**src/hw/stwc_consts.svh**
```systemverilog
// register map, reset values, mode codes and timing counts of the timer
`ifndef STWC_CONSTS_SVH
`define STWC_CONSTS_SVH
// i/o register addresses
`define STWC_ADDR_TIFR     6'h0b
`define STWC_ADDR_FORCE    6'h22
`define STWC_ADDR_ICR_L    6'h24
`define STWC_ADDR_ICR_H    6'h25
`define STWC_ADDR_OCRB_L   6'h28
`define STWC_ADDR_OCRB_H   6'h29
`define STWC_ADDR_OCRA_L   6'h2a
`define STWC_ADDR_OCRA_H   6'h2b
`define STWC_ADDR_CNT_L    6'h2c
`define STWC_ADDR_CNT_H    6'h2d
`define STWC_ADDR_CTL_B    6'h2e
`define STWC_ADDR_CTL_A    6'h2f
// reset values and field layout
`define STWC_RST_BYTE      8'h00
`define STWC_RST_WORD      16'h0000
`define STWC_CTL_B_MASK    8'hdf
`define STWC_BIT_FORCE_A   7
`define STWC_BIT_FORCE_B   6
// fixed tops
`define STWC_TOP_MAX       16'hffff
`define STWC_TOP_8BIT      16'h00ff
`define STWC_TOP_9BIT      16'h01ff
`define STWC_TOP_10BIT     16'h03ff
// waveform mode codes
`define STWC_MODE_NORMAL   4'h0
`define STWC_MODE_CTC_OCR  4'h4
`define STWC_MODE_PFC_ICR  4'h8
`define STWC_MODE_PFC_OCR  4'h9
`define STWC_MODE_PC_ICR   4'ha
`define STWC_MODE_CTC_ICR  4'hc
`define STWC_MODE_RESERVED 4'hd
`define STWC_MODE_FAST_ICR 4'he
// prescaler tap masks (tick when masked bits are all ones)
`define STWC_PRE_DIV8      10'h007
`define STWC_PRE_DIV64     10'h03f
`define STWC_PRE_DIV256    10'h0ff
`define STWC_PRE_DIV1024   10'h3ff
// capture noise filter length in clock cycles
`define STWC_FILT_LEN      4
`endif

```
**src/hw/stwc_pkg.sv**
```systemverilog
// state types of the sixteen-bit timer
package stwc_pkg;
   typedef struct packed {
      logic [7:0]       ctl_a;
      logic [7:0]       ctl_b;
      logic [15:0]      cnt;
      logic             dir_down;
      logic [1:0][15:0] ocr_buf;
      logic [1:0][15:0] ocr_act;
      logic [15:0]      icr;
      logic [7:0]       temp;
      logic [3:0]       flag;     // {capture, match b, match a, overflow}
      logic             blk;
      logic [1:0]       wave;
      logic [7:0]       rdata;
   } stwc_main_t;

   typedef struct packed {
      logic       s1;
      logic       s2;
      logic       s3;
      logic [9:0] pre;
   } stwc_clk_t;

   typedef struct packed {
      logic       s1;
      logic       s2;
      logic [3:0] hist;
      logic       filt;
      logic       prev;
   } stwc_cap_t;
endpackage

```
**src/hw/stwc_evt_if.sv**
```systemverilog
// control and event signals between the timer core and its input stages
`timescale 1ns/1ps
interface stwc_evt_if;
   logic [2:0] clock_source_sel;
   logic       capture_noise_filter_en;
   logic       capture_edge_sel;
   logic       capture_en;
   logic       count_tick;
   logic       capture_evt;
   modport core (output clock_source_sel, capture_noise_filter_en,
                 capture_edge_sel, capture_en,
                 input count_tick, capture_evt);
   modport clk_src (input clock_source_sel, output count_tick);
   modport cap (input capture_noise_filter_en, capture_edge_sel,
                capture_en, output capture_evt);
endinterface

```
**src/hw/stwc_clk_src.sv**
```systemverilog
// clock select: free prescaler taps and synchronised external count pin
`timescale 1ns/1ps
`include "stwc_consts.svh"
module stwc_clk_src
   import stwc_pkg::*;
(
   input  wire logic clk,
   input  wire logic rst_b,
   input  wire logic external_count_pin,
   stwc_evt_if.clk_src ev
);
   stwc_clk_t q;
   stwc_clk_t d;

   // prescaler free runs, so the first prescaled tick lands 1..n cycles late
   always_comb
   begin
      d     = q;
      d.s1  = external_count_pin;
      d.s2  = q.s1;
      d.s3  = q.s2;
      d.pre = 10'(q.pre + 10'h001);
   end

   always_ff @(posedge clk or negedge rst_b)
   begin
      if (!rst_b)
         q <= '0;
      else
         q <= d;
   end

   // pin edges are counted even when the pin is driven as an output
   always_comb
   begin
      unique case (ev.clock_source_sel)
         3'h0: ev.count_tick = 1'b0;
         3'h1: ev.count_tick = 1'b1;
         3'h2: ev.count_tick = &(q.pre | ~`STWC_PRE_DIV8);
         3'h3: ev.count_tick = &(q.pre | ~`STWC_PRE_DIV64);
         3'h4: ev.count_tick = &(q.pre | ~`STWC_PRE_DIV256);
         3'h5: ev.count_tick = &q.pre;
         3'h6: ev.count_tick = q.s3 & ~q.s2;
         3'h7: ev.count_tick = ~q.s3 & q.s2;
      endcase
   end
endmodule

```
**src/hw/stwc_capture.sv**
```systemverilog
// capture input: synchroniser, optional noise filter, edge select
`timescale 1ns/1ps
`include "stwc_consts.svh"
module stwc_capture
   import stwc_pkg::*;
(
   input  wire logic clk,
   input  wire logic rst_b,
   input  wire logic capture_input_pin,
   stwc_evt_if.cap   ev
);
   stwc_cap_t q;
   stwc_cap_t d;
   logic      sig;

   // filter output moves only after four equal samples in a row
   always_comb
   begin
      d      = q;
      d.s1   = capture_input_pin;
      d.s2   = q.s1;
      d.hist = {q.hist[2:0], q.s2};
      if ((&q.hist || ~|q.hist) && (q.hist[0] != q.filt))
         d.filt = q.hist[0];
      d.prev = sig;
   end

   always_ff @(posedge clk or negedge rst_b)
   begin
      if (!rst_b)
         q <= '0;
      else
         q <= d;
   end

   assign sig = ev.capture_noise_filter_en ? q.filt : q.s2;
   // disconnected input never fires, even across a mode change
   assign ev.capture_evt = ev.capture_en &&
      (ev.capture_edge_sel ? (sig & ~q.prev) : (~sig & q.prev));
endmodule

```
**src/hw/stwc_timer.sv**
```systemverilog
// sixteen-bit timer/counter with waveform modes and input capture
// Notes on behaviour
// - four-bit mode from two bits of each control register; 1101 reserved
// - mode 0000 counts to 0xFFFF, compares apply at once, overflow at max
// - phase-correct: fixed or capture/compare-a top, update at top
// - fast pwm: fixed or capture/compare-a top, update and overflow at top
// - clear-on-compare top from compare a or capture, immediate, max flag
// - phase-and-frequency-correct top capture or a, update/flag at bottom
// - noise filter needs four equal samples before the input changes
// - edge select zero captures falling, one captures rising edges
// - capture copies counter into capture register and sets capture flag
// - capture input is disconnected when capture register is top
// - clock select: stop, divide 1/8/64/256/1024, external fall/rise
// - external pin edges count even when the pin is an output
// - force bit causes an immediate compare action in non-pwm modes
// - forced compare sets no flag and never clears the counter
// - force bits are write-only strobes and read as zero
// - sixteen-bit access through one shared eight-bit high-byte latch
// - a counter write blocks compare matches on the next timer tick
// - both compare registers are compared with the counter continuously
// - match flag is set in the tick after counter equals compare
// - flags clear on vector acknowledge or on a written one
`timescale 1ns/1ps
`include "stwc_consts.svh"
module stwc_timer
   import stwc_pkg::*;
(
   input  wire logic       clk,
   input  wire logic       rst_b,
   input  wire logic [5:0] io_addr,
   input  wire logic       io_wr,
   input  wire logic       io_rd,
   input  wire logic [7:0] io_wdata,
   output logic      [7:0] io_rdata,
   input  wire logic [3:0] flag_ack,
   input  wire logic       external_count_pin,
   input  wire logic       capture_input_pin,
   output logic            waveform_out_a,
   output logic            waveform_out_b,
   output logic            waveform_en_a,
   output logic            waveform_en_b,
   output logic            capture_flag,
   output logic            compare_match_flag_b,
   output logic            compare_match_flag_a,
   output logic            overflow_flag
);
   stwc_main_t q;
   stwc_main_t d;
   stwc_evt_if ev ();

   logic [3:0]  waveform_mode_sel;
   logic [15:0] top;
   logic        non_pwm;
   logic        fast;
   logic        icr_top;
   logic        upd_bottom;
   logic        at_top;
   logic        at_bot;
   logic        tick;
   logic        upd_now;
   logic [1:0]  match;
   logic [1:0]  force_cmp;
   logic [3:0]  fset;
   logic [3:0]  fclr;
   logic [1:0]  com;
   logic        do_act;

   stwc_clk_src u_clk_src (
      .clk                (clk),
      .rst_b              (rst_b),
      .external_count_pin (external_count_pin),
      .ev                 (ev.clk_src)
   );

   stwc_capture u_capture (
      .clk               (clk),
      .rst_b             (rst_b),
      .capture_input_pin (capture_input_pin),
      .ev                (ev.cap)
   );

   // mode decode from both control registers
   assign waveform_mode_sel = {q.ctl_b[4:3], q.ctl_a[1:0]};
   assign icr_top = waveform_mode_sel == `STWC_MODE_PFC_ICR ||
                    waveform_mode_sel == `STWC_MODE_PC_ICR  ||
                    waveform_mode_sel == `STWC_MODE_CTC_ICR ||
                    waveform_mode_sel == `STWC_MODE_FAST_ICR;
   // reserved code runs as plain counting so the timer never locks up
   assign non_pwm = waveform_mode_sel == `STWC_MODE_NORMAL  ||
                    waveform_mode_sel == `STWC_MODE_CTC_OCR ||
                    waveform_mode_sel == `STWC_MODE_CTC_ICR ||
                    waveform_mode_sel == `STWC_MODE_RESERVED;
   assign fast = (waveform_mode_sel[2:0] > 3'h4 && !waveform_mode_sel[3]) ||
                 waveform_mode_sel == `STWC_MODE_FAST_ICR ||
                 waveform_mode_sel == 4'hf;
   assign upd_bottom = waveform_mode_sel == `STWC_MODE_PFC_ICR ||
                       waveform_mode_sel == `STWC_MODE_PFC_OCR;

   // top source per mode
   always_comb
   begin
      unique case (waveform_mode_sel)
         4'h1, 4'h5:                top = `STWC_TOP_8BIT;
         4'h2, 4'h6:                top = `STWC_TOP_9BIT;
         4'h3, 4'h7:                top = `STWC_TOP_10BIT;
         4'h4, 4'h9, 4'hb, 4'hf:    top = q.ocr_act[0];
         4'h8, 4'ha, 4'hc, 4'he:    top = q.icr;
         4'h0, 4'hd:                top = `STWC_TOP_MAX;
      endcase
   end

   assign tick    = ev.count_tick;
   assign at_top  = q.cnt == top;
   assign at_bot  = q.cnt == `STWC_RST_WORD;
   assign upd_now = tick && (upd_bottom ? (at_bot && q.dir_down) : at_top);

   // controls handed to the input stages
   assign ev.clock_source_sel        = q.ctl_b[2:0];
   assign ev.capture_noise_filter_en = q.ctl_b[7];
   assign ev.capture_edge_sel        = q.ctl_b[6];
   assign ev.capture_en              = !icr_top;

   // force strobes only act in non-pwm modes; they are never stored
   assign force_cmp = (io_wr && io_addr == `STWC_ADDR_FORCE && non_pwm) ?
      {io_wdata[`STWC_BIT_FORCE_B], io_wdata[`STWC_BIT_FORCE_A]} : 2'b00;
   // a counter write removes the match on the following tick
   assign match[0] = tick && !q.blk && q.cnt == q.ocr_act[0];
   assign match[1] = tick && !q.blk && q.cnt == q.ocr_act[1];

   always_comb
   begin
      d      = q;
      fset   = 4'h0;
      fclr   = flag_ack;
      com    = 2'b00;
      do_act = 1'b0;
      // counting sequence
      if (tick)
      begin
         d.blk = 1'b0;
         if (non_pwm || fast)
         begin
            if (at_top && waveform_mode_sel != `STWC_MODE_NORMAL)
               d.cnt = `STWC_RST_WORD;
            else
               d.cnt = 16'(q.cnt + 16'h0001);
         end
         else if (!q.dir_down)
         begin
            if (q.cnt >= top)
            begin
               d.dir_down = 1'b1;
               d.cnt      = 16'(q.cnt - 16'h0001);
            end
            else
               d.cnt = 16'(q.cnt + 16'h0001);
         end
         else if (at_bot)
         begin
            d.dir_down = 1'b0;
            d.cnt      = 16'(q.cnt + 16'h0001);
         end
         else
            d.cnt = 16'(q.cnt - 16'h0001);
         // overflow point per mode
         if (non_pwm)
            fset[0] = q.cnt == `STWC_TOP_MAX;
         else if (fast)
            fset[0] = at_top;
         else
            fset[0] = at_bot && q.dir_down;
         // reaching top sets the capture flag when capture register is top
         fset[3] = icr_top && at_top;
         fset[2:1] = match;
      end
      // buffered compare values move over at the update point
      if (upd_now && !non_pwm)
         d.ocr_act = q.ocr_buf;
      // waveform action per channel
      for (int i = 0; i < 2; i++)
      begin
         com    = (i == 0) ? q.ctl_a[7:6] : q.ctl_a[5:4];
         do_act = match[i] || force_cmp[i];
         if (non_pwm && do_act)
         begin
            unique case (com)
               2'b01: d.wave[i] = ~q.wave[i];
               2'b10: d.wave[i] = 1'b0;
               2'b11: d.wave[i] = 1'b1;
               2'b00: d.wave[i] = q.wave[i];
            endcase
         end
         else if (fast && tick)
         begin
            if (at_top && com[1])
               d.wave[i] = ~com[0];   // set at bottom when non-inverting
            else if (match[i] && q.ocr_act[i] != top)
               d.wave[i] = com[1] ? com[0] :
                  ((i == 0 && waveform_mode_sel[3] && com[0]) ?
                   ~q.wave[i] : q.wave[i]);
         end
         else if (!non_pwm && !fast && match[i])
         begin
            if (com[1])
               d.wave[i] = com[0] ^ q.dir_down;
            else if (i == 0 && waveform_mode_sel[3] && com[0])
               d.wave[i] = ~q.wave[i];
         end
      end
      // capture of the counter value
      if (ev.capture_evt)
      begin
         d.icr   = q.cnt;
         fset[3] = 1'b1;
      end
      // bus writes; counter write after counting so it wins
      if (io_wr)
      begin
         unique case (io_addr)
            `STWC_ADDR_CTL_A: d.ctl_a = io_wdata;
            `STWC_ADDR_CTL_B: d.ctl_b = io_wdata & `STWC_CTL_B_MASK;
            `STWC_ADDR_CNT_H, `STWC_ADDR_OCRA_H, `STWC_ADDR_OCRB_H,
            `STWC_ADDR_ICR_H: d.temp = io_wdata;
            `STWC_ADDR_CNT_L:
            begin
               d.cnt = {q.temp, io_wdata};
               d.blk = 1'b1;
            end
            `STWC_ADDR_OCRA_L:
            begin
               d.ocr_buf[0] = {q.temp, io_wdata};
               if (non_pwm)
                  d.ocr_act[0] = {q.temp, io_wdata};
            end
            `STWC_ADDR_OCRB_L:
            begin
               d.ocr_buf[1] = {q.temp, io_wdata};
               if (non_pwm)
                  d.ocr_act[1] = {q.temp, io_wdata};
            end
            `STWC_ADDR_ICR_L: d.icr = {q.temp, io_wdata};
            `STWC_ADDR_TIFR:
               fclr = fclr | {io_wdata[5], io_wdata[2:0]};
            default: ;
         endcase
      end
      // hardware set wins over a clear in the same cycle
      d.flag = (q.flag & ~fclr) | fset;
      // reads answer one cycle later; counter or capture low byte read loads the latch
      d.rdata = `STWC_RST_BYTE;
      if (io_rd)
      begin
         unique case (io_addr)
            `STWC_ADDR_CTL_A:  d.rdata = q.ctl_a;
            `STWC_ADDR_CTL_B:  d.rdata = q.ctl_b;
            `STWC_ADDR_FORCE:  d.rdata = `STWC_RST_BYTE;
            `STWC_ADDR_CNT_L:
            begin
               d.rdata = q.cnt[7:0];
               d.temp  = q.cnt[15:8];
            end
            `STWC_ADDR_ICR_L:
            begin
               d.rdata = q.icr[7:0];
               d.temp  = q.icr[15:8];
            end
            `STWC_ADDR_CNT_H, `STWC_ADDR_ICR_H: d.rdata = q.temp;
            `STWC_ADDR_OCRA_L: d.rdata = q.ocr_buf[0][7:0];
            `STWC_ADDR_OCRA_H: d.rdata = q.ocr_buf[0][15:8];
            `STWC_ADDR_OCRB_L: d.rdata = q.ocr_buf[1][7:0];
            `STWC_ADDR_OCRB_H: d.rdata = q.ocr_buf[1][15:8];
            `STWC_ADDR_TIFR:
               d.rdata = {2'b00, q.flag[3], 2'b00, q.flag[2:0]};
            default: d.rdata = `STWC_RST_BYTE;
         endcase
      end
   end

   // whole state clears on reset: stopped, no clock source
   always_ff @(posedge clk or negedge rst_b)
   begin
      if (!rst_b)
         q <= '0;
      else
         q <= d;
   end

   assign io_rdata             = q.rdata;
   assign waveform_out_a       = q.wave[0];
   assign waveform_out_b       = q.wave[1];
   assign waveform_en_a        = |q.ctl_a[7:6];
   assign waveform_en_b        = |q.ctl_a[5:4];
   assign capture_flag         = q.flag[3];
   assign compare_match_flag_b = q.flag[2];
   assign compare_match_flag_a = q.flag[1];
   assign overflow_flag        = q.flag[0];
endmodule

```
**config.mk**
```make
export PLATFORM = sky130hd
export DESIGN_NAME = stwc_timer
export DESIGN_NICKNAME = d
export VERILOG_FILES = /design/src/hw/stwc_pkg.sv /design/src/hw/stwc_evt_if.sv /design/src/hw/stwc_clk_src.sv /design/src/hw/stwc_capture.sv /design/src/hw/stwc_timer.sv
export VERILOG_INCLUDE_DIRS = /design/src /design/src/hw
export SDC_FILE = /design/constraint.sdc
export NUM_CORES = 1
export LEC_CHECK = 0
export BUFFER_PORTS_ARGS = -buffer_cell sky130_fd_sc_hd__buf_4
export CORE_ASPECT_RATIO = 1.4
export CORE_MARGIN = 10
export CORE_UTILIZATION = 63
export DETAILED_ROUTE_END_ITERATION = 8
export PLACE_DENSITY_LB_ADDON = 0.1
export SLEW_MARGIN = 20
export SYNTH_ARGS = -nofsm -noshare
export SYNTH_HDL_FRONTEND = slang
export SYNTH_SLANG_ARGS = --single-unit
export TNS_END_PERCENT = 1
```
**constraint.sdc**
```tcl
create_clock -name clk -period 4.04 [get_ports clk]
set_input_delay 0.202 -clock clk [delete_from_list [all_inputs] [get_ports clk]]
set_output_delay 0.202 -clock clk [all_outputs]
set_load 0.03 [all_outputs]
```
==> flow_summary.json <==
{
  "grt_pass1_wl_mm": 52.1,
  "drv_slew": 0,
  "hold_viol_final": 0,
  "status": "finished, final reports clean",
  "hold_path_class": "input pin to register",
  "synth_top_family_by_area": "simple AND/OR/NAND/NOR gates",
  "netlist-cell-type-count": 74,
  "hold_ws_ns": 0.0213,
  "yosysTopAreaCell": "dfrtp_1",
  "finClkSkew_ns": 0.0130,
  "drc": 0,
  "synthAdderAreaFrac_pct": 2.46,
  "ys.flop_type": "dfrtp_1",
  "vias": 9034,
  "pre_cts_ws_ns": 0.125,
  "finalPower_w": 0.00610,
  "cts_tree": "yes",
  "fp.coreArea_mm2": 0.0157,
  "io_buffer_count": 39,
  "antenna_found_initial": 0,
  "seq_area_frac_synth_pct": 38.4,
  "cts.clk_slew.worst_paths_ns": 0.07,
  "ys_seq_elements": 156,
  "whs_path_depth": 3,
  "hp-start": "flag_ack[1]",
  "cts_buffer_depth": 2,
  "synth_compound_area_share_pct": 15.7,
  "fp.dieW_um": 127,
  "leakage_nw": 4.89,
  "synth_xor_area_share_pct": 5.35,
  "synthMuxAreaShare_pct": 15.0,
  "synth_top_area_share_pct": 38.4,
  "cts_made_buffers": 17,
  "cts_setup_buffers": 0,
  "syn-instance-count": 1106,
  "avgRoutedWirePerCell_um": 25.5,
  "setup_violations": 0,
  "rsz0062_at_grt": "no",
  "gp_congestion": 1.03,
  "cp_max_fo": 16,
  "path_class": "register to register",
  "layout.cells.non_filler": 1329,
  "diodes": 0,
  "root_buffer": "clkbuf_16",
  "start_util_pct": 64.8,
  "tns_ns": 0,
  "synth_area_leaders": "dfrtp_1 (38%), mux2i_1 (9.6%), mux2_2 (5.4%)",
  "syn_area_per_cell_um2": 9.18,
  "required_ns": 4.35,
  "cp_slowest_cell": "dfrtp_1",
  "clock_latency_ns": 0.43,
  "dr.pass1.iters": 5,
  "holdPathEnd": "compare_match_flag_a",
  "yosys.area_share.simple_pct": 17.8,
  "yosysWarnings": 0,
  "max-vdd-ir-drop_v": 0.000386,
  "grt_pass1_vias": 8928,
  "reg2regPathDepth": 14,
  "hpwl_mm": 24.5,
  "dieHeight_um": 170,
  "finalCritPeriodShare_pct": 90.8,
  "drt_wl_total_mm": 33.9,
  "synthToLayoutAreaGrowth_pct": 11.5,
  "worst_pin_slew_ns": 0.957,
  "crit_family": "simple AND/OR/NAND/NOR gates",
  "max_cap_viol_count": 0,
  "arrival_ns": 3.98,
  "endpoint_kind": "register",
  "dr.first_iter.drc_count": 934,
  "drive_gt1_share_pct": 17.6,
  "async_reset_ff_share_pct": 100,
  "die_area_mm2": 0.0217,
  "layout_setup_ws_ns": 0.373,
  "min_period_ns": 3.67,
  "grt_remaining_overflow": 0,
  "fmax_mhz": 273,
  "slew_headroom_pct": 36.2,
  "critPathMostFrequentCell": "nor3_1",
  "cp_num_buf_inv": 2,
  "power_density_mw_per_mm2": 539,
  "boundaryPins": 40,
  "placed_cells": 1294,
  "synth-edff-count": 0,
  "grt_max_degree": 102,
  "timing.rr.end": "waveform_out_b",
  "synth_nets": 1150,
  "numClockSinks": 156,
  "grt_usage_pct": 31.2,
  "r2r_slack_ns": 0.37,
  "via_per_inst": 6.80,
  "synth_area_mm2": 0.0102,
  "final_nets": 1164,
  "htreeDepth": 4,
  "cp-start-kind": "register",
  "r2r_start": "q[124]",
  "num_rows": 54,
  "max_stage_delay_ns": 0.53,
  "crit_chain": "buf_4 -> nor3_1 -> a211o_1 -> a22oi_1 -> ha_1 -> nand4_1 -> nor4_1 -> buf_4 -> and2_1 -> nor3_1 -> nand4_1 -> nor4_2 -> nor3_1 -> a2bb2oi_1",
  "ant_nets": 0
}
-- power breakdown --
| part | internal, W | switching [W] |
|---|---|---|
| sequential | 0.00182 | 0.000490 |
| clock | 0.00100 | 0.000727 |
| combinational | 0.000859 | 0.00120 |
| total | 0.00368 | 0.00242 |
-- logic make-up after synthesis --
kind of cell,count (synthesis)
fa+ha+maj,20
simple gates,351
mux,146
compound gates,248
xor+xnor,62
flops,156
buf+inv,123
-- Yosys cell counts (all sizes together), types with 4 or more instances --
cell type  number
a221oi          6
ha             20
or3             7
or4             4
a21oi          60
o21ai          78
xnor2          13
mux2           49
and4            5
mux2i          97
xor2           49
nor3           19
inv            25
nand2         121
nand4          20
nor3b           5
and3           16
o31ai           9
nand3          24
clkbuf         78
buf            20
nor2           56
a31oi          17
a21o            4
or2             6
a22oi          11
nor4           21
nand2b          6
nor2b          11
and2           10
dfrtp         156
a211oi         13
o22ai          11
nand3b          9
-- cell type report --
| cell class | count | area [um^2] |
|---|---|---|
| Clock buffer | 18 | 429 |
| Clock inverter | 14 | 196 |
| Fill cell | 1211 | 4350 |
| Inverter | 25 | 93.8 |
| Multi-Input combinational cell | 827 | 5730 |
| Sequential cell | 156 | 3900 |
| Tap cell | 196 | 245 |
| Timing Repair Buffer | 93 | 722 |
-- worst min-delay path: stages --
cell and delay, ns:
buf_4 0.08, nand3b_1 0.09, nand2_1 0.05
-- stage by stage --
stage / utilization [%] / cell area, um^2
after detailed placement: 68.0 / 10700
after CTS: 72.1 / 11300
after floorplan: - / 10200
after global routing: 72.2 / 11300
final: 72.2 / 11300
after global placement: 68.0 / 10700
-- layer usage --
layer  global-route usage, %  routed length [um]  up-vias
met3                    5.66                2790      142
met1                    37.0               12400     4366
met4                    22.1                2590        0
li1                        -                   -     4034
met5                       0                   0        -
met2                    50.2               16100      492
-- registers in the layout, summed over array words and instances, names as in the netlist, 2 cells and up --
signal,count
io_rdata,8
ev.clock_source_sel,3
u_capture.q,3
u_capture.d,5
u_clk_src.q,11
com,2
q,114
u_clk_src.d,2
-- worst max-delay path by stage --
stage          cells past startpoint             end    from
4_1_cts                           14  waveform_out_b  q[124]
6_report                          14  waveform_out_b  q[124]
3_5_place_dp                      14  waveform_out_b  q[124]
2_1_floorplan                     15          q[109]  q[129]
5_1_grt                           13          q[109]  q[124]
3_3_place_gp                      14  waveform_out_b  q[124]
-- cells in the final DEF (no fill, tap or decap), types with 25 or more instances in the layout --
cell type | synthesis | layout
dfrtp_1 | 156 | 156
nand2_1 | 121 | 120
mux2i_1 | 97 | 96
buf_4 | 8 | 88
a21oi_1 | 59 | 59
nor2_1 | 56 | 54
xor2_1 | 49 | 49
mux2_2 | 49 | 49
o21ai_0 | 47 | 47
inv_1 | 25 | 25
-- timing repair --
action,in CTS,in global routing
endpoints found under the setup margin,0,4
hold endpoints to repair,101,0
resized for setup,0,2
hold buffers,3,0
No activity file was read; power rests on OpenSTA's default activity.
